==> src/dpj_regs.svh <==
// Purpose: offsets, field positions, reset values and timing counts of the panel control block
// Assumes: 200 MHz aclk, AXI4-Lite word registers
// Notes: all constants as macros; types live in dpj_pkg
`ifndef DPJ_REGS_SVH
`define DPJ_REGS_SVH
`define DPJ_CLK_MHZ 200
`define DPJ_OFS_CTRL 8'h00
`define DPJ_OFS_STATUS 8'h04
`define DPJ_OFS_ALARM 8'h08
`define DPJ_OFS_HIST 8'h0C
`define DPJ_OFS_PARAM 8'h10
`define DPJ_OFS_JOG_SPEED 8'h14
`define DPJ_OFS_JOG_TC 8'h18
`define DPJ_OFS_FORCE 8'h1C
`define DPJ_OFS_DISPLAY 8'h20
`define DPJ_OFS_HIST_SEL 8'h24
`define DPJ_CTRL_HIST_CLR 0
`define DPJ_CTRL_EXP_EN 1
`define DPJ_CTRL_FORCE_EN 2
`define DPJ_CTRL_TOOL_JOG 3
`define DPJ_CTRL_TOOL_UP 4
`define DPJ_CTRL_TOOL_DN 5
`define DPJ_JOG_SPEED_RST 16'h00C8
`define DPJ_JOG_TC_RST 16'h03E8
`define DPJ_JOG_TC_MAX 16'hC350
`define DPJ_NO_ALARM 8'h00
`define DPJ_HOLD_MS 2000
`define DPJ_HOLD_CYC (`DPJ_HOLD_MS * 1000 * `DPJ_CLK_MHZ)
`define DPJ_DEB_US 10
`define DPJ_DEB_CYC (`DPJ_DEB_US * `DPJ_CLK_MHZ)
`define DPJ_BLINK_MS 250
`define DPJ_BLINK_CYC (`DPJ_BLINK_MS * 1000 * `DPJ_CLK_MHZ)
`define DPJ_HIST_DEPTH 6
`define DPJ_NUM_SCREENS 8
`endif
==> src/dpj_pkg.sv <==
// Purpose: types of the panel control block
// Assumes: nothing beyond the register header
// Notes: screens and test-mode states
package dpj_pkg;
    typedef enum logic [3:0] {
        DPJ_SCR_STATUS, DPJ_SCR_DIAG, DPJ_SCR_ALARM, DPJ_SCR_HIST, DPJ_SCR_PARERR,
        DPJ_SCR_PARAM, DPJ_SCR_MAINT, DPJ_SCR_JOG
    } dpj_screen_e;
    typedef enum logic [1:0] {DPJ_TM_IDLE, DPJ_TM_READY, DPJ_TM_STATUS, DPJ_TM_EXIT} dpj_test_e;
    typedef logic [7:0] dpj_code_t;
endpackage

==> src/dpj_panel.sv <==
// Purpose: front-panel alarm display, alarm history, DO forcing and jog control
// Assumes: buttons and pins synchronous to aclk; AXI4-Lite master keeps one access at a time
// Notes: display code bits [7:0] are the two low digits, bit 8 the fourth-digit decimal point
`include "dpj_regs.svh"

module dpj_panel #(
    parameter int HOLD_CYC = `DPJ_HOLD_CYC,
    parameter int DEB_CYC = `DPJ_DEB_CYC,
    parameter int BLINK_CYC = `DPJ_BLINK_CYC,
    parameter int NUM_STATUS = 4
) (
    input wire logic aclk,
    input wire logic aresetn,
    input wire logic [7:0] s_axi_awaddr,
    input wire logic s_axi_awvalid,
    output logic s_axi_awready,
    input wire logic [31:0] s_axi_wdata,
    input wire logic [3:0] s_axi_wstrb,
    input wire logic s_axi_wvalid,
    output logic s_axi_wready,
    output logic [1:0] s_axi_bresp,
    output logic s_axi_bvalid,
    input wire logic s_axi_bready,
    input wire logic [7:0] s_axi_araddr,
    input wire logic s_axi_arvalid,
    output logic s_axi_arready,
    output logic [31:0] s_axi_rdata,
    output logic [1:0] s_axi_rresp,
    output logic s_axi_rvalid,
    input wire logic s_axi_rready,
    input wire logic btn_mode,
    input wire logic btn_up,
    input wire logic btn_down,
    input wire logic btn_set,
    input wire logic alarm_valid,
    input wire logic [7:0] alarm_code,
    input wire logic param_fault_alarm,
    input wire logic [7:0] param_fault_num,
    input wire logic alarm_reset_input,
    input wire logic servo_on_input,
    input wire logic pulse_clear_input,
    input wire logic forward_start_input,
    input wire logic forward_limit_input,
    input wire logic reverse_limit_input,
    input wire logic emergency_stop_input,
    input wire logic ext_cmd_active,
    input wire logic tool_link_ok,
    input wire logic [4:0] core_outputs,
    output logic [4:0] do_pins,
    output logic [8:0] disp_code,
    output logic [3:0] disp_screen,
    output logic [5:0] seg_upper,
    output logic [4:0] seg_lower,
    output logic alarm_clear,
    output logic jog_run,
    output logic jog_ccw,
    output logic jog_decel_stop,
    output logic [15:0] jog_speed,
    output logic [15:0] jog_tc_ms,
    output logic exp_access
);
    import dpj_pkg::*;

    logic [3:0] btn_raw;
    logic [3:0] btn_deb_r;
    logic [3:0] btn_prev_r;
    logic [3:0] btn_press;
    logic set_long_r;
    logic [31:0] hold_cnt_r;
    logic [31:0] blink_cnt_r;
    logic blink_r;
    logic alarm_act_r;
    dpj_code_t alarm_r;
    dpj_code_t hist_r [`DPJ_HIST_DEPTH];
    logic [2:0] hist_sel_r;
    dpj_screen_e scr_r;
    dpj_test_e tm_r;
    logic [2:0] stat_idx_r;
    logic [31:0] ctrl_r;
    logic [15:0] speed_r;
    logic [15:0] tc_r;
    logic [4:0] force_r;
    logic aw_r;
    logic w_r;
    logic [7:0] awaddr_r;
    logic [31:0] wdata_r;
    logic [3:0] wstrb_r;
    logic wr_go;
    logic alarm_new;
    logic clr_req;

    assign btn_raw = {btn_set, btn_down, btn_up, btn_mode};
    assign btn_press = btn_deb_r & ~btn_prev_r;
    assign alarm_new = alarm_valid && !alarm_act_r;
    assign clr_req = (btn_press[3] && scr_r == DPJ_SCR_ALARM) || alarm_reset_input;
    assign wr_go = aw_r && w_r && !s_axi_bvalid;

    genvar gi;
    generate
        for (gi = 0; gi < 4; gi++)
        begin : g_deb
            logic [31:0] cnt_r;
            always_ff @(posedge aclk)
            begin
                if (!aresetn)
                begin
                    cnt_r <= '0;
                    btn_deb_r[gi] <= 1'b0;
                end
                else if (btn_raw[gi] == btn_deb_r[gi])
                    cnt_r <= '0;
                else if (cnt_r >= 32'(DEB_CYC - 1))
                begin
                    cnt_r <= '0;
                    btn_deb_r[gi] <= btn_raw[gi];
                end
                else
                    cnt_r <= cnt_r + 32'd1;
            end
        end
    endgenerate

    // long press fires once per hold
    always_ff @(posedge aclk)
    begin
        if (!aresetn)
        begin
            btn_prev_r <= '0;
            hold_cnt_r <= '0;
            set_long_r <= 1'b0;
        end
        else
        begin
            btn_prev_r <= btn_deb_r;
            set_long_r <= 1'b0;
            if (!btn_deb_r[3])
                hold_cnt_r <= '0;
            else if (hold_cnt_r < 32'(HOLD_CYC))
            begin
                hold_cnt_r <= hold_cnt_r + 32'd1;
                set_long_r <= (hold_cnt_r == 32'(HOLD_CYC - 1));
            end
        end
    end

    always_ff @(posedge aclk)
    begin
        if (!aresetn)
        begin
            blink_cnt_r <= '0;
            blink_r <= 1'b0;
        end
        else if (blink_cnt_r >= 32'(BLINK_CYC - 1))
        begin
            blink_cnt_r <= '0;
            blink_r <= ~blink_r;
        end
        else
            blink_cnt_r <= blink_cnt_r + 32'd1;
    end

    // alarm latch; a new alarm the same cycle as a clear wins
    always_ff @(posedge aclk)
    begin
        if (!aresetn)
        begin
            alarm_act_r <= 1'b0;
            alarm_r <= `DPJ_NO_ALARM;
        end
        else if (alarm_new)
        begin
            alarm_act_r <= 1'b1;
            alarm_r <= alarm_code;
        end
        else if (clr_req)
        begin
            alarm_act_r <= 1'b0;
            alarm_r <= `DPJ_NO_ALARM;
        end
    end

    always_ff @(posedge aclk)
    begin
        if (!aresetn)
        begin
            for (int i = 0; i < `DPJ_HIST_DEPTH; i++)
                hist_r[i] <= `DPJ_NO_ALARM;
        end
        else if (alarm_new)
        begin
            hist_r[0] <= alarm_code;
            for (int i = 1; i < `DPJ_HIST_DEPTH; i++)
                hist_r[i] <= hist_r[i-1];
        end
        else if (wr_go && awaddr_r == `DPJ_OFS_CTRL && wdata_r[`DPJ_CTRL_HIST_CLR])
        begin
            for (int i = 0; i < `DPJ_HIST_DEPTH; i++)
                hist_r[i] <= `DPJ_NO_ALARM;
        end
    end

    // screen navigation and test mode
    always_ff @(posedge aclk)
    begin
        if (!aresetn)
        begin
            scr_r <= DPJ_SCR_STATUS;
            tm_r <= DPJ_TM_IDLE;
            stat_idx_r <= '0;
            hist_sel_r <= '0;
        end
        else if (alarm_new && tm_r == DPJ_TM_IDLE)
            scr_r <= DPJ_SCR_ALARM;
        else
        begin
            case (tm_r)
                DPJ_TM_IDLE:
                begin
                    if (btn_press[0])
                        scr_r <= (scr_r >= DPJ_SCR_PARAM) ? DPJ_SCR_STATUS : dpj_screen_e'(scr_r + 4'd1);
                    else if (scr_r == DPJ_SCR_HIST && btn_press[1] && hist_sel_r != 3'd0)
                        hist_sel_r <= hist_sel_r - 3'd1;
                    else if (scr_r == DPJ_SCR_HIST && btn_press[2] && hist_sel_r != 3'(`DPJ_HIST_DEPTH - 1))
                        hist_sel_r <= hist_sel_r + 3'd1;
                    else if (scr_r == DPJ_SCR_HIST && set_long_r)
                        scr_r <= DPJ_SCR_MAINT;
                    else if (scr_r == DPJ_SCR_DIAG && btn_press[3] && !servo_on_input && !ext_cmd_active)
                    begin
                        tm_r <= DPJ_TM_READY;
                        scr_r <= DPJ_SCR_JOG;
                    end
                end
                DPJ_TM_READY, DPJ_TM_STATUS:
                begin
                    if (btn_press[0])
                    begin
                        if (tm_r == DPJ_TM_READY)
                        begin
                            tm_r <= DPJ_TM_STATUS;
                            stat_idx_r <= '0;
                        end
                        else if (stat_idx_r == 3'(NUM_STATUS - 1))
                            tm_r <= DPJ_TM_EXIT;
                        else
                            stat_idx_r <= stat_idx_r + 3'd1;
                    end
                end
                DPJ_TM_EXIT:
                begin
                    if (set_long_r)
                    begin
                        tm_r <= DPJ_TM_IDLE;
                        scr_r <= DPJ_SCR_DIAG;
                    end
                    else if (btn_press[0])
                        tm_r <= DPJ_TM_READY;
                end
                default:
                    tm_r <= DPJ_TM_IDLE;
            endcase
        end
    end

    // AXI4-Lite write side; address and data taken in either order
    always_ff @(posedge aclk)
    begin
        if (!aresetn)
        begin
            aw_r <= 1'b0;
            w_r <= 1'b0;
            awaddr_r <= '0;
            wdata_r <= '0;
            wstrb_r <= '0;
            s_axi_bvalid <= 1'b0;
        end
        else
        begin
            if (s_axi_awvalid && s_axi_awready)
            begin
                aw_r <= 1'b1;
                awaddr_r <= s_axi_awaddr;
            end
            if (s_axi_wvalid && s_axi_wready)
            begin
                w_r <= 1'b1;
                wdata_r <= s_axi_wdata;
                wstrb_r <= s_axi_wstrb;
            end
            if (wr_go)
            begin
                aw_r <= 1'b0;
                w_r <= 1'b0;
                s_axi_bvalid <= 1'b1;
            end
            else if (s_axi_bready)
                s_axi_bvalid <= 1'b0;
        end
    end

    assign s_axi_awready = !aw_r && !s_axi_bvalid;
    assign s_axi_wready = !w_r && !s_axi_bvalid;
    assign s_axi_bresp = 2'h0;

    // strobes only gate these registers: an all-zero strobe leaves them unchanged, any other takes the register as a whole word; the history clear ignores strobes
    always_ff @(posedge aclk)
    begin
        if (!aresetn)
        begin
            ctrl_r <= '0;
            speed_r <= `DPJ_JOG_SPEED_RST;
            tc_r <= `DPJ_JOG_TC_RST;
            force_r <= '0;
        end
        else if (wr_go && wstrb_r != 4'h0)
        begin
            case (awaddr_r)
                `DPJ_OFS_CTRL: ctrl_r <= {26'h0, wdata_r[5:1], 1'b0};
                `DPJ_OFS_JOG_SPEED: speed_r <= wdata_r[15:0];
                `DPJ_OFS_JOG_TC: tc_r <= (wdata_r[15:0] > `DPJ_JOG_TC_MAX) ? `DPJ_JOG_TC_MAX : wdata_r[15:0];
                `DPJ_OFS_FORCE: force_r <= wdata_r[4:0];
                default: ;
            endcase
        end
    end

    // AXI4-Lite read side
    always_ff @(posedge aclk)
    begin
        if (!aresetn)
        begin
            s_axi_rvalid <= 1'b0;
            s_axi_rdata <= '0;
        end
        else if (s_axi_arvalid && s_axi_arready)
        begin
            s_axi_rvalid <= 1'b1;
            case (s_axi_araddr)
                `DPJ_OFS_CTRL: s_axi_rdata <= ctrl_r;
                `DPJ_OFS_STATUS: s_axi_rdata <= {24'h0, tm_r, scr_r, servo_on_input, alarm_act_r};
                `DPJ_OFS_ALARM: s_axi_rdata <= {24'h0, alarm_r};
                `DPJ_OFS_HIST: s_axi_rdata <= {24'h0, hist_r[hist_sel_r]};
                `DPJ_OFS_PARAM: s_axi_rdata <= {23'h0, param_fault_alarm, param_fault_num};
                `DPJ_OFS_JOG_SPEED: s_axi_rdata <= {16'h0, speed_r};
                `DPJ_OFS_JOG_TC: s_axi_rdata <= {16'h0, tc_r};
                `DPJ_OFS_FORCE: s_axi_rdata <= {27'h0, force_r};
                `DPJ_OFS_DISPLAY: s_axi_rdata <= {23'h0, disp_code};
                `DPJ_OFS_HIST_SEL: s_axi_rdata <= {29'h0, hist_sel_r};
                default: s_axi_rdata <= '0;
            endcase
        end
        else if (s_axi_rready)
            s_axi_rvalid <= 1'b0;
    end

    assign s_axi_arready = !s_axi_rvalid;
    assign s_axi_rresp = 2'h0;

    // display and pin outputs
    always_ff @(posedge aclk)
    begin
        if (!aresetn)
        begin
            disp_code <= '0;
            disp_screen <= '0;
            seg_upper <= '0;
            seg_lower <= '0;
            do_pins <= '0;
            alarm_clear <= 1'b0;
            exp_access <= 1'b0;
        end
        else
        begin
            disp_screen <= (tm_r == DPJ_TM_STATUS) ? 4'(DPJ_SCR_STATUS) : scr_r;
            case (scr_r)
                DPJ_SCR_ALARM: disp_code[7:0] <= (alarm_act_r && blink_r) ? 8'hFF : alarm_r;
                DPJ_SCR_HIST, DPJ_SCR_MAINT: disp_code[7:0] <= hist_r[hist_sel_r];
                DPJ_SCR_PARERR: disp_code[7:0] <= param_fault_alarm ? param_fault_num : `DPJ_NO_ALARM;
                DPJ_SCR_JOG: disp_code[7:0] <= {5'h0, stat_idx_r};
                default: disp_code[7:0] <= 8'h00;
            endcase
            disp_code[8] <= alarm_act_r && blink_r;
            seg_upper <= {emergency_stop_input, reverse_limit_input, forward_limit_input,
                pulse_clear_input, servo_on_input, forward_start_input};
            seg_lower <= do_pins;
            do_pins <= (ctrl_r[`DPJ_CTRL_FORCE_EN] && !servo_on_input) ? force_r : core_outputs;
            alarm_clear <= clr_req && alarm_act_r && !alarm_new;
            exp_access <= ctrl_r[`DPJ_CTRL_EXP_EN];
        end
    end

    // jog drive
    always_ff @(posedge aclk)
    begin
        if (!aresetn)
        begin
            jog_run <= 1'b0;
            jog_ccw <= 1'b0;
            jog_decel_stop <= 1'b0;
            jog_speed <= `DPJ_JOG_SPEED_RST;
            jog_tc_ms <= `DPJ_JOG_TC_RST;
        end
        else
        begin
            jog_speed <= speed_r;
            jog_tc_ms <= tc_r;
            jog_decel_stop <= ctrl_r[`DPJ_CTRL_TOOL_JOG] && !tool_link_ok;
            if (tm_r == DPJ_TM_IDLE || ext_cmd_active || !emergency_stop_input)
            begin
                jog_run <= 1'b0;
                jog_ccw <= 1'b0;
            end
            else if (ctrl_r[`DPJ_CTRL_TOOL_JOG])
            begin
                jog_run <= tool_link_ok && (ctrl_r[`DPJ_CTRL_TOOL_UP] ^ ctrl_r[`DPJ_CTRL_TOOL_DN]);
                jog_ccw <= ctrl_r[`DPJ_CTRL_TOOL_UP];
            end
            else
            begin
                jog_run <= btn_deb_r[1] ^ btn_deb_r[2];
                jog_ccw <= btn_deb_r[1];
            end
        end
    end

endmodule // dpj_panel

==> config.mk <==
export PLATFORM = sky130hd
export DESIGN_NAME = dpj_panel
export DESIGN_NICKNAME = d
export VERILOG_FILES = /design/src/dpj_pkg.sv /design/src/dpj_panel.sv
export VERILOG_INCLUDE_DIRS = /design/src /design/src/src
export SDC_FILE = /design/constraint.sdc
export NUM_CORES = 1
export LEC_CHECK = 0
export BUFFER_PORTS_ARGS = -buffer_cell sky130_fd_sc_hd__buf_2
export CAP_MARGIN = 25
export CORE_ASPECT_RATIO = 1.5
export CORE_UTILIZATION = 30
export CTS_CLUSTER_SIZE = 8
export DETAILED_ROUTE_END_ITERATION = 6
export GPL_ROUTABILITY_DRIVEN = 1
export GPL_TIMING_DRIVEN = 1
export SLEW_MARGIN = 20
export SYNTH_ARGS = -nofsm -noshare
export SYNTH_HDL_FRONTEND = slang
export SYNTH_SLANG_ARGS = --single-unit
==> constraint.sdc <==
create_clock -name aclk -period 3.8 [get_ports aclk]
set_input_delay 0.19 -clock aclk [delete_from_list [all_inputs] [get_ports aclk]]
set_output_delay 0.19 -clock aclk [all_outputs]
set_load 0.02 [all_outputs]
---- Word level (Yosys, flattened, before mapping) ----
Memory sizes are Yosys's and may differ from the RTL's. A register that Yosys moved wholly into a read port is not among the register bits.
Index checks and enable logic that the tools add are counted.
storage, ports and cells
  output and inout port bits .............. 107
  latch bits .............................. 0
  memories ................................ 1
  flip-flop bits (word level) ............. 395
  bits in writable memories ............... 48
  bits in read-only memories .............. 0
  input port bits ......................... 95
memory list
  memory  words  width  rd ports  clocked after Yosys merged registers in  write ports  RTL line         RTL
  hist_r  6      8      6         1                                        6            dpj_panel.sv:74  dpj_code_t hist_r [`DPJ_HIST_DEPTH];
operators by class
  multiply operators ...................... 0
  equal/unequal tests ..................... 45
  muxes and demuxes ....................... 62
  bitwise operators ....................... 24
  div/mod/pow operators ................... 0
  add/subtract/negate cells ............... 10
  shifts and indexed selects .............. 0
  order comparisons ....................... 8
  reductions and logical operators ........ 77
operators with widths
  cell                                                                 number
  adder 32 x 1 -> 32 bit, second input constant                        6
  one-hot mux 16 bit (10 select lines)                                 1
  greater-or-equal comparator 32 x 11 -> 1 bit, second input constant  4
  2-to-1 mux 8 bit                                                     16
  equality test 8 x 5 -> 1 bit, second input constant                  7
  equality test 32 x 29 -> 1 bit, second input constant                1
  greater-or-equal comparator 32 x 26 -> 1 bit, second input constant  1
  less-than comparator 32 x 29 -> 1 bit, second input constant         1
  one-hot mux 8 bit (4 select lines)                                   1
  2-to-1 mux 4 bit                                                     7
  logical AND 1 bit                                                    27
  2-to-1 mux 2 bit                                                     11
  2-to-1 mux 3 bit                                                     6
  != test 3 bit, second input constant                                 6
  AND reduction 2 bit                                                  9
  equality test 8 x 4 -> 1 bit, second input constant                  2
  equality test 8 x 6 -> 1 bit, second input constant                  2
  greater-than comparator 16 bit, second input constant                1
  logical NOT 8 bit                                                    2
  2-to-1 mux 1 bit                                                     16
  2-to-1 mux 16 bit                                                    1
  != test 2 bit, second input constant                                 7
  OR reduction 2 bit                                                   7
  equality test 4 x 3 -> 1 bit, second input constant                  3
  34 further kinds                                                     81

---- Logic depth before layout (Yosys ltp) ----
Gate-level depths: netlist of run 1.
  depth in word-level cells ............... 12
  gate-level depth with buffers ........... 9

---- Worst setup path before layout of run 1 ----
No wires, ideal clock.
  kind .................................... input -> register
  from .................................... input aresetn
  to ...................................... memory hist_r[0][0] (netlist name), enable pin
  cell stages on the path ................. 5
  setup time .............................. 633 ps
  path slack .............................. 976 ps
  data arrival time ....................... 2191 ps
  cell sequence ........................... clkbuf_1 -> clkbuf_1 -> clkbuf_1 -> clkbuf_1 -> nand3_1
RTL lines
  element      RTL line         RTL
  from (decl)  dpj_panel.sv:13  input wire logic aresetn,
  to (decl)    dpj_panel.sv:74

---- Worst setup path after layout of run 1 ----
  from .................................... register scr_r[1]
  to ...................................... register hist_sel_r[2]
between the ends
  longest elaborated chain between the ends .. 5
RTL lines
  element                                             RTL line                            RTL
  from (decl)                                         dpj_panel.sv:76                     dpj_screen_e scr_r;
  from (signal assigned)                              dpj_panel.sv:220                    scr_r <= (scr_r >= DPJ_SCR_PARAM) ? DPJ_SCR_STATUS : dpj_screen_e'(scr_r + 4'd1);
  equality test 4 x 2 -> 1 bit *                      dpj_panel.sv:221, dpj_panel.sv:223
  logical AND 1 bit (on tied branches) (2 in series)  dpj_panel.sv:221, dpj_panel.sv:223
  nonzero test 2 bit (no line)                        -
  AND reduction 4 bit (no line)                       -
  to (signal assigned)                                dpj_panel.sv:222                    hist_sel_r <= hist_sel_r - 3'd1;
  to (signal assigned)                                dpj_panel.sv:224                    hist_sel_r <= hist_sel_r + 3'd1;
  to (decl)                                           dpj_panel.sv:75                     logic [2:0] hist_sel_r;
Mark *: on every way between the ends. The rest lies on a longest branch, timed or not.
A chain may end at the register's enable or synchronous reset.

==> qor.txt, run 1 <==
RUN STATUS
---------------------------------------------------------------------------------
Result of the run .................................................. finished, final reports clean

PLACED DESIGN
---------------------------------------------------------------------------------
Instance area at placement .........................................  0.0183 mm^2
Total of buffers placed on input and output ports ..................          165
Placement Setup Slack ..............................................       947 ps
Last weighted congestion value of the routability-driven placer ....        0.886
Hpwl dp ............................................................     30900 um

TIMING
---------------------------------------------------------------------------------
Unrepaired setup endpoints after global routing ....................           no
Tightest Pin Transition ............................................       965 ps
Least setup slack across all paths after layout ....................       868 ps
Worst slew margin relative to its limit ............................        35.2%
Max Clk Rate .......................................................    0.341 GHz
Total setup violations reported at the end of the flow .............            0
Number of hold violations in the final report ......................            0
Aggregate negative setup slack .....................................         0 ps
Ratio of final minimum period to clock period ......................        77.2%
Final Critical Period ..............................................      2930 ps
Setup skew after layout ............................................      58.6 ps
Final number of max-transition violations ..........................            0

PWR
---------------------------------------------------------------------------------
Internal cell power ................................................      7.79 mW
Leakage dissipation ................................................      8.32 nW
Portion of total power attributed to combinational logic ...........         5.3%
Switch share .......................................................        22.9%
Sum of internal, switching and leakage power .......................      10.1 mW
Net Switching ......................................................      2.31 mW
Worst supply voltage drop on vdd ...................................   0.000410 V
Part of the total power dissipated in the clock network ............        46.8%
P per Cell Area ....................................................  489 mW/mm^2
Sequential power share .............................................        47.9%

SYNTHESIS
---------------------------------------------------------------------------------
Flops & latches, synth .............................................          430
Number of flops mapped to enable cells by yosys ....................           48
Async set or reset register ratio after synthesis ..................           0%
Total number of yosys warnings .....................................            0
Area of the mapped netlist .........................................  0.0166 mm^2
Mean area per synthesized cell .....................................    9.84 um^2
Dominant register cell in the synthesized netlist .................. sky130_fd_sc_hd__dfxtp_1
Sequential share of the synthesized area ...........................        54.8%
Distinct cell type count after synthesis ...........................           76
Cell count after synthesis .........................................         1685

CLOCK TREE
---------------------------------------------------------------------------------
Root buffer cell ................................................... sky130_fd_sc_hd__clkbuf_16
Clock Latency Late Sink ............................................       630 ps
Post-CTS Setup Repair Bufs .........................................            0
# hold bufs at CTS .................................................           64
Number of buffers on the longest clock path ........................            3
Clock-pin slew on the worst setup and hold paths ...................        50 ps
Post-CTS Resized ...................................................            0
H-tree depth .......................................................            2
Clock net sink count ...............................................          430
Inserted Clock Buffers .............................................           60
Clock tree from TritonCTS ..........................................         done

FINISH
---------------------------------------------------------------------------------
Area added between synthesis and finish ............................        24.4%
Fraction of layout instances using a drive strength above 1 ........        14.1%
Flip-flop and latch area ........................................... 0.00909 mm^2
Count of filler cells inserted in the layout .......................         5394
Layout Nets ........................................................         2105
Area of combinational cells with multiple inputs ................... 0.00732 mm^2
Design Area, Final .................................................  0.0206 mm^2
Layout Utilization .................................................        37.7%

CRITICAL PATH
---------------------------------------------------------------------------------
Depth of the worst register-to-register path .......................            9
Arrival time at the worst endpoint .................................      3470 ps
Category of the worst setup path capture point .....................    flip-flop
Last element of the critical path .................................. hist_sel_r[2]
Critical path class ................................................      reg2reg
Number of buffer and inverter instances along the worst setup path .            1
End of the worst register-to-register path ......................... hist_sel_r[2]
Cell breakdown of the critical path ................................ ha_1, nor3b_2, nand4b_1, fa_1, inv_1, nand4_1, mux2_2, or3_1, a21oi_1
Startpoint of the worst-slack reg-to-reg timing path ...............     scr_r[1]
CP Depth ...........................................................            9
Kind of cell adding the most delay to the critical path ............ simple AND/OR/NAND/NOR gates
Slowest CP cell .................................................... sky130_fd_sc_hd__fa_1
Largest fanout on the critical path ................................            6
Required time of the critical path .................................      4340 ps
Register-to-register setup slack ...................................       870 ps
Delay of the slowest critical-path stage ...........................       450 ps
Startpoint class of the critical path ..............................    flip-flop
Critical Path Start ................................................     scr_r[1]

FLOORPLANNING
---------------------------------------------------------------------------------
Row Count ..........................................................          105
Die Outline Area ...................................................  0.0562 mm^2
Starting Density ...................................................        30.3%
Die outline height .................................................       290 um
Die Width ..........................................................       194 um
Total core area ....................................................  0.0547 mm^2
I/O Pins ...........................................................          202

ROUTING
---------------------------------------------------------------------------------
Residual DRC .......................................................            0
DRT Wirelength .....................................................     43700 um
WL per Instance ....................................................      16.1 um
Detailed-route vias per instance ...................................         4.88
Via count of the routed design .....................................        13200
1st-pass router iterations .........................................            5
Number of nets with antenna violations after detailed routing ......            0
DRC marker count from the first detailed-route iteration ...........          755

GRT
---------------------------------------------------------------------------------
Wire length of the first global-routing pass .......................     69900 um
Largest net degree at the start of global routing ..................           80
Initial antenna violation count ....................................            3
Grt ovf ............................................................            0
Total global-route track usage .....................................        15.5%
Vias in the first global route .....................................        13300

WORST HOLD PATH
---------------------------------------------------------------------------------
Class of the tightest hold or removal check ........................       in2reg

FLOW RUN
---------------------------------------------------------------------------------
Max-cap viol count .................................................            0

-- cells in the mapped netlist (3+ instances only) --
cell                          n  area (um^2)
sky130_fd_sc_hd__and2_1      43          269
sky130_fd_sc_hd__inv_1       32          120
sky130_fd_sc_hd__o311a_1      3         30.0
sky130_fd_sc_hd__o21a_1       4         30.0
sky130_fd_sc_hd__edfxtp_1    48         1440
sky130_fd_sc_hd__a211oi_1    11         82.6
sky130_fd_sc_hd__mux2i_1     35          350
sky130_fd_sc_hd__and4_1       6         52.6
sky130_fd_sc_hd__or3_1       23          144
sky130_fd_sc_hd__nor4b_1      8         70.1
sky130_fd_sc_hd__nand4_1     31          194
sky130_fd_sc_hd__o21ai_0     44          220
sky130_fd_sc_hd__xnor2_1     49          429
sky130_fd_sc_hd__a31oi_1     15         93.8
sky130_fd_sc_hd__nand3b_1     5         37.5
sky130_fd_sc_hd__nor4_1      29          181
sky130_fd_sc_hd__a22oi_1     20          150
sky130_fd_sc_hd__or4_1        8         60.1
sky130_fd_sc_hd__dfxtp_1    382         7650
sky130_fd_sc_hd__clkbuf_1    70          263
sky130_fd_sc_hd__buf_2        4         20.0
sky130_fd_sc_hd__mux4_2       8          180
sky130_fd_sc_hd__a21oi_1     93          465
sky130_fd_sc_hd__ha_1        16          200
sky130_fd_sc_hd__o211a_1      3         30.0
sky130_fd_sc_hd__nor2_1     153          574
sky130_fd_sc_hd__nand2b_1    18          113
sky130_fd_sc_hd__a22o_1       6         52.6
sky130_fd_sc_hd__a21o_1      13         97.6
sky130_fd_sc_hd__nand3_1     51          255
sky130_fd_sc_hd__xor2_1      21          184
sky130_fd_sc_hd__buf_1        8         30.0
sky130_fd_sc_hd__mux2_2      19          214
sky130_fd_sc_hd__o2bb2ai_1   11         96.3
sky130_fd_sc_hd__o31ai_1      4         30.0
sky130_fd_sc_hd__nor3_1      26          130
sky130_fd_sc_hd__a32oi_1      4         35.0
sky130_fd_sc_hd__and3_1      94          588
sky130_fd_sc_hd__nand2_1    182          683
sky130_fd_sc_hd__nor2b_1     11         68.8
sky130_fd_sc_hd__a2bb2oi_1    8         70.1
sky130_fd_sc_hd__buf_4       20          150
-- cell type report --
| class | instances | share of cell area [%] |
|---|---|---|
| diodes | 2 | 0.0243 |
| clock buffers | 73 | 7.56 |
| clock inverters | 4 | 0.412 |
| inverters | 32 | 0.582 |
| multi-input cells | 1228 | 35.5 |
| flip-flops and latches | 430 | 44.1 |
| well taps | 695 | 4.21 |
| repair buffers | 241 | 7.65 |
-- worst register-to-register path: cells and delay by family (launching register included) --
family | cells | cell delay (ps)
AOI/OAI and AO/OA | 1 | 190
adders and majority gates | 2 | 750
buffers and inverters | 1 | 70
DFF | 1 | 430
muxes | 1 | 290
and+or+nand+nor | 4 | 1110
-- placed cells by master, fill, tap and decap left out, types with 8 or more instances in the layout --
cell                            instances
sky130_fd_sc_hd__nand2b_1              18
sky130_fd_sc_hd__a211oi_1              11
sky130_fd_sc_hd__o2bb2ai_1             11
sky130_fd_sc_hd__nor2b_1               10
sky130_fd_sc_hd__and3_1                94
sky130_fd_sc_hd__a21o_1                13
sky130_fd_sc_hd__mux2i_1               35
sky130_fd_sc_hd__and2_1                43
sky130_fd_sc_hd__nand4_1               31
sky130_fd_sc_hd__clkbuf_16             60
sky130_fd_sc_hd__xnor2_1               49
sky130_fd_sc_hd__clkbuf_1              12
sky130_fd_sc_hd__a21oi_1               93
sky130_fd_sc_hd__nor3_1                26
sky130_fd_sc_hd__ha_1                  16
sky130_fd_sc_hd__xor2_1                21
sky130_fd_sc_hd__inv_1                 31
sky130_fd_sc_hd__buf_2                164
sky130_fd_sc_hd__nand3_1               50
sky130_fd_sc_hd__buf_4                 12
sky130_fd_sc_hd__a2bb2oi_1              8
sky130_fd_sc_hd__mux2_2                19
sky130_fd_sc_hd__o21ai_0               44
sky130_fd_sc_hd__nand2_1              182
sky130_fd_sc_hd__nor4_1                29
sky130_fd_sc_hd__edfxtp_1              48
sky130_fd_sc_hd__nor2_1               153
sky130_fd_sc_hd__conb_1               110
sky130_fd_sc_hd__a31oi_1               15
sky130_fd_sc_hd__dfxtp_1              382
sky130_fd_sc_hd__mux4_2                 8
sky130_fd_sc_hd__or4_1                  8
sky130_fd_sc_hd__or3_1                 23
sky130_fd_sc_hd__dlygate4sd3_1         64
sky130_fd_sc_hd__a22oi_1               20
-- through the flow --
stage,hold slack [ps],std cells
4_1_cts,0.380,2702
6_report,17.2,2705
3_5_place_dp,372,2561
2_1_floorplan,262,1794
3_3_place_gp,376,2561
5_1_grt,3.15,2705
-- routing by layer --
metal	GRT usage, %	share of wire [%]	up-vias
met5	0	0.030	-
met1	17.4	40	6265
met4	7.07	3.9	2
met3	2.52	4.7	118
li1	-	-	6416
met2	28.3	51	408
-- power groups by stage --
| stage | sequential [mW] | combinational (mW) | clock, mW |
|---|---|---|---|
| 2_1_floorplan | 4.91 | 0.306 | 0 |
| 3_3_place_gp | 4.92 | 0.461 | 0 |
| 3_5_place_dp | 4.93 | 0.468 | 0 |
| 4_1_cts | 4.84 | 0.522 | 4.86 |
| 5_1_grt | 4.85 | 0.581 | 5.04 |
| 6_report | 4.84 | 0.531 | 4.73 |
-- state kept, by name (all words and copies together), names as in the netlist, 6 cells and up, named ones only --
register and count:
alarm_r 8, awaddr_r 8, blink_cnt_r 32, disp_code 9, g_deb.cnt_r 128, hist_r 48
hold_cnt_r 32, jog_speed 16, jog_tc_ms 16, s_axi_rdata 16, seg_upper 6, speed_r 16
tc_r 16, wdata_r 16
-- how the worst min path moves through the flow --
| stage | startpoint | end | slack (ps) | cells after the start |
|---|---|---|---|---|
| 2_1_floorplan | tool_link_ok | jog_decel_stop | 260 | 1 |
| 3_3_place_gp | tool_link_ok | jog_decel_stop | 380 | 2 |
| 3_5_place_dp | tool_link_ok | jog_decel_stop | 370 | 2 |
| 4_1_cts | alarm_code[4] | alarm_r[4] | 0.4 | 3 |
| 5_1_grt | alarm_code[4] | alarm_r[4] | 3 | 3 |
| 6_report | alarm_code[4] | alarm_r[4] | 20 | 3 |
-- cell families after synthesis --
logic type | Yosys count | share of synthesized area, %
fa+ha+maj | 17 | 1.33
xor+xnor | 70 | 3.70
simple gates | 705 | 21.7
flops | 430 | 54.8
compound gates | 264 | 10.3
buf+inv | 136 | 3.65
mux | 62 | 4.49
other cells | 1 | 0.0226
Power figures use the tool's default switching activity.
==> run 2, diff against run 1 <==
--- a/config.mk
+++ b/config.mk
@@ -6,6 +6,7 @@
 export SDC_FILE = /design/constraint.sdc
 export NUM_CORES = 1
 export LEC_CHECK = 0
+export ABC_AREA = 1
 export BUFFER_PORTS_ARGS = -buffer_cell sky130_fd_sc_hd__buf_2
 export CAP_MARGIN = 25
 export CORE_ASPECT_RATIO = 1.5
==> constraint.sdc (replaced) <==
create_clock -name aclk -period 3 [get_ports aclk]
set_input_delay 0.15 -clock aclk [delete_from_list [all_inputs] [get_ports aclk]]
set_output_delay 0.15 -clock aclk [all_outputs]
set_load 0.02 [all_outputs]
==> qor.txt, run 2 <==
RUN STATUS
------------------------------------------------------------------------------
Result of the run ............................................... finished, final reports clean

SYNTHESIS
------------------------------------------------------------------------------
Library cell with the highest instance count after synthesis .... sky130_fd_sc_hd__nand2_1
Sequential share of the synthesized area ........................        52.3%
Area leader, netlist ............................................ sky130_fd_sc_hd__dfxtp_1
Area of the mapped netlist ......................................  0.0174 mm^2
Flops & latches, synth ..........................................          430
Total number of yosys warnings ..................................            0
Area share of the largest cell type after synthesis .............        44.0%
Async set or reset register ratio after synthesis ...............           0%
Cell count after synthesis ......................................         2146
Distinct cell type count after synthesis ........................           55
Number of flops mapped to enable cells by yosys .................           48
Cell types with the largest area share after synthesis .......... sky130_fd_sc_hd__dfxtp_1 44%, sky130_fd_sc_hd__nand2_1 9.1%, sky130_fd_sc_hd__edfxtp_1 8.3%, sky130_fd_sc_hd__nor2_1 6.2%, sky130_fd_sc_hd__inv_1 6.0%
Mean area per synthesized cell ..................................    8.09 um^2
Dominant register cell in the synthesized netlist ............... sky130_fd_sc_hd__dfxtp_1
Top cells by instance count after synthesis ..................... 419 x sky130_fd_sc_hd__nand2_1, 382 x sky130_fd_sc_hd__dfxtp_1, 288 x sky130_fd_sc_hd__nor2_1

PWR
------------------------------------------------------------------------------
Part of the total power dissipated in the clock network .........        46.0%
Leakage dissipation .............................................      9.23 nW
Sequential power share ..........................................        48.3%
P per Cell Area .................................................  589 mW/mm^2
Worst supply voltage drop on vdd ................................   0.000408 V
Sum of internal, switching and leakage power ....................      12.7 mW
Internal cell power .............................................      9.75 mW
Switch share ....................................................        23.0%
Portion of total power attributed to combinational logic ........         5.7%
Net Switching ...................................................      2.92 mW

TIMING
------------------------------------------------------------------------------
Aggregate negative setup slack ..................................         0 ps
Final Critical Period ...........................................      2170 ps
Total setup violations reported at the end of the flow ..........            0
Number of hold violations in the final report ...................            0
Final number of max-transition violations .......................            0
Worst slew margin relative to its limit .........................        54.2%
Setup skew after layout .........................................      26.9 ps
Hold Slack ......................................................      35.5 ps
Least setup slack across all paths after layout .................       832 ps
Ratio of final minimum period to clock period ...................        72.3%
Unrepaired setup endpoints after global routing .................           no
Max Clk Rate ....................................................    0.461 GHz
Tightest Pin Transition .........................................       683 ps

PLACED DESIGN
------------------------------------------------------------------------------
Total of buffers placed on input and output ports ...............          165
Hpwl dp .........................................................     34700 um
Cell count after placement ......................................         3125
Last weighted congestion value of the routability-driven placer .        0.946
Placement Setup Slack ...........................................       816 ps

CRITICAL PATH
------------------------------------------------------------------------------
Startpoint of the worst-slack reg-to-reg timing path ............     scr_r[0]
Category of the worst setup path capture point ..................    flip-flop
Critical path class .............................................      reg2reg
Startpoint class of the critical path ...........................    flip-flop
Cell breakdown of the critical path ............................. ha_1, nand2_1, nor2_1, nand3_1, fa_1, xor2_1, nand3_1, nand2_1, nor2_1
Slowest CP cell ................................................. sky130_fd_sc_hd__dfxtp_1
Delay of the slowest critical-path stage ........................       450 ps
Depth of the worst register-to-register path ....................            9
Largest fanout on the critical path .............................            5
Register-to-register setup slack ................................       830 ps
Arrival time at the worst endpoint ..............................      2650 ps
Required time of the critical path ..............................      3480 ps

FINISH
------------------------------------------------------------------------------
Largest register FFs ............................................          128
Most common cell after layout, fill and taps aside .............. sky130_fd_sc_hd__nand2_1
Register with the most flip-flops ...............................  g_deb.cnt_r
Fraction of layout instances using a drive strength above 1 .....        12.9%
Top library cells by usage in the layout, fill and taps aside ... 419 x sky130_fd_sc_hd__nand2_1, 382 x sky130_fd_sc_hd__dfxtp_1, 288 x sky130_fd_sc_hd__nor2_1, 277 x sky130_fd_sc_hd__inv_1, 164 x sky130_fd_sc_hd__buf_2
Layout Nets .....................................................         2602
Non-filler instance count after layout ..........................         3266
Area added between synthesis and finish .........................        23.9%
Largest registers ............................................... g_deb.cnt_r (128), hist_r (48)

FLOORPLANNING
------------------------------------------------------------------------------
Die Outline Area ................................................  0.0589 mm^2
Total core area .................................................  0.0570 mm^2
I/O Pins ........................................................          202
Die Width .......................................................       198 um
Row Count .......................................................          107
Die outline height ..............................................       297 um
Starting Density ................................................        30.4%

GRT
------------------------------------------------------------------------------
Initial antenna violation count .................................            2
Wire length of the first global-routing pass ....................     73300 um
Global-route met3 utilization ...................................        2.11%
Largest net degree at the start of global routing ...............           58
Met2 capacity usage during global routing .......................        29.5%
Busiest metal layer after global routing ........................         met2
Vias in the first global route ..................................        14500
Met1 demand-to-capacity share in global routing .................        17.0%
Total global-route track usage ..................................        15.7%
Grt ovf .........................................................            0

CLOCK TREE
------------------------------------------------------------------------------
Number of buffers on the longest clock path .....................            3
Post-CTS Resized ................................................            0
Clock net sink count ............................................          430
# hold bufs at CTS ..............................................           66
Root buffer cell ................................................ sky130_fd_sc_hd__clkbuf_16
Clock-pin slew on the worst setup and hold paths ................        50 ps
Clock Latency Late Sink .........................................       600 ps
Post-CTS Setup Repair Bufs ......................................            0
Clock tree from TritonCTS .......................................         done
Inserted Clock Buffers ..........................................           59
H-tree depth ....................................................            2

ROUTING
------------------------------------------------------------------------------
DRT Wirelength ..................................................     47000 um
Number of nets with antenna violations after detailed routing ...            0
DRC marker count from the first detailed-route iteration ........          825
1st-pass router iterations ......................................            5
Via count of the routed design ..................................        14800
WL per Instance .................................................      14.4 um
Detailed-route vias per instance ................................         4.53
Residual DRC ....................................................            0

WORST HOLD PATH
------------------------------------------------------------------------------
Worst hold path stage count .....................................            5
Class of the tightest hold or removal check .....................       in2reg
HP Start ........................................................ s_axi_arvalid
Hold Crit Endpoint .............................................. s_axi_rdata[11]

FLOW RUN
------------------------------------------------------------------------------
Max-cap viol count ..............................................            0

run 2: cell types whose count changed in the layout (fill, tap and decap cells not counted), sizes merged, moves of 29 or more:
cell	previous run	this run
a21oi	93	122
and2	45	1
and3	94	2
inv	32	283
mux2i	35	0
nand2	182	437
nand3	51	133
nor2	153	297
o21ai	44	104
xnor2	49	20
run 2: cell families after synthesis:
family,count (synthesis),share of synthesized area (%)
buf+inv,359,8.59
xor+xnor,60,3.03
other cells,1,0.0216
flops,430,52.3
simple gates,989,25.1
compound gates,290,9.65
fa+ha+maj,17,1.27
run 2: critical path: cells and delay by family (launching register included):
family	cells	cell delay (ps)
xor gates and xnor gates	1	200
DFF	1	450
and+or+nand+nor	6	670
adders and majority gates	2	720
run 2: final cells by class:
class,count,area [um^2]
Antenna cell,1,2.50
Clock buffer,70,1520
Clock inverter,3,47.5
Fill cell,5886,35500
Inverter,284,1070
Multi-Input combinational cell,1466,7210
Sequential cell,430,9090
Tap cell,763,955
Timing Repair Buffer,249,1630
run 2: how the worst max path moves through the flow:
stage / slack, ps / to / startpoint
after floorplan: 680 / hist_r[0][0] / s_axi_bvalid
after global placement: 860 / s_axi_rdata[7] / flip-flop
after detailed placement: 820 / hist_r[2][5] / awaddr_r[0]
after CTS: 560 / wstrb_r[0] / s_axi_bvalid
after global routing: 670 / flip-flop / scr_r[0]
final: 830 / flip-flop / scr_r[0]
run 2: power by group through the flow:
stage / sequential, mW / combinational, mW / clock, mW
floorplan: 6.23 / 0.410 / 0
global placement: 6.23 / 0.634 / 0
detailed placement: 6.24 / 0.642 / 0
CTS: 6.12 / 0.713 / 5.99
global route: 6.14 / 0.803 / 6.23
finish: 6.12 / 0.720 / 5.83
run 2: routing by layer:
metal  vias up  share of wire [%]
li1       7434                  -
met1      6879                 40
met2       362                 52
met3       123                3.9
met4         0                4.6
met5         -                  0
run 2: through the flow:
stage	cell area (um^2)	util [%]
CTS	21500	37.7
global route	21500	37.7
global placement	19300	33.8
floorplan	17800	-
detailed placement	19300	33.8
finish	21500	37.7
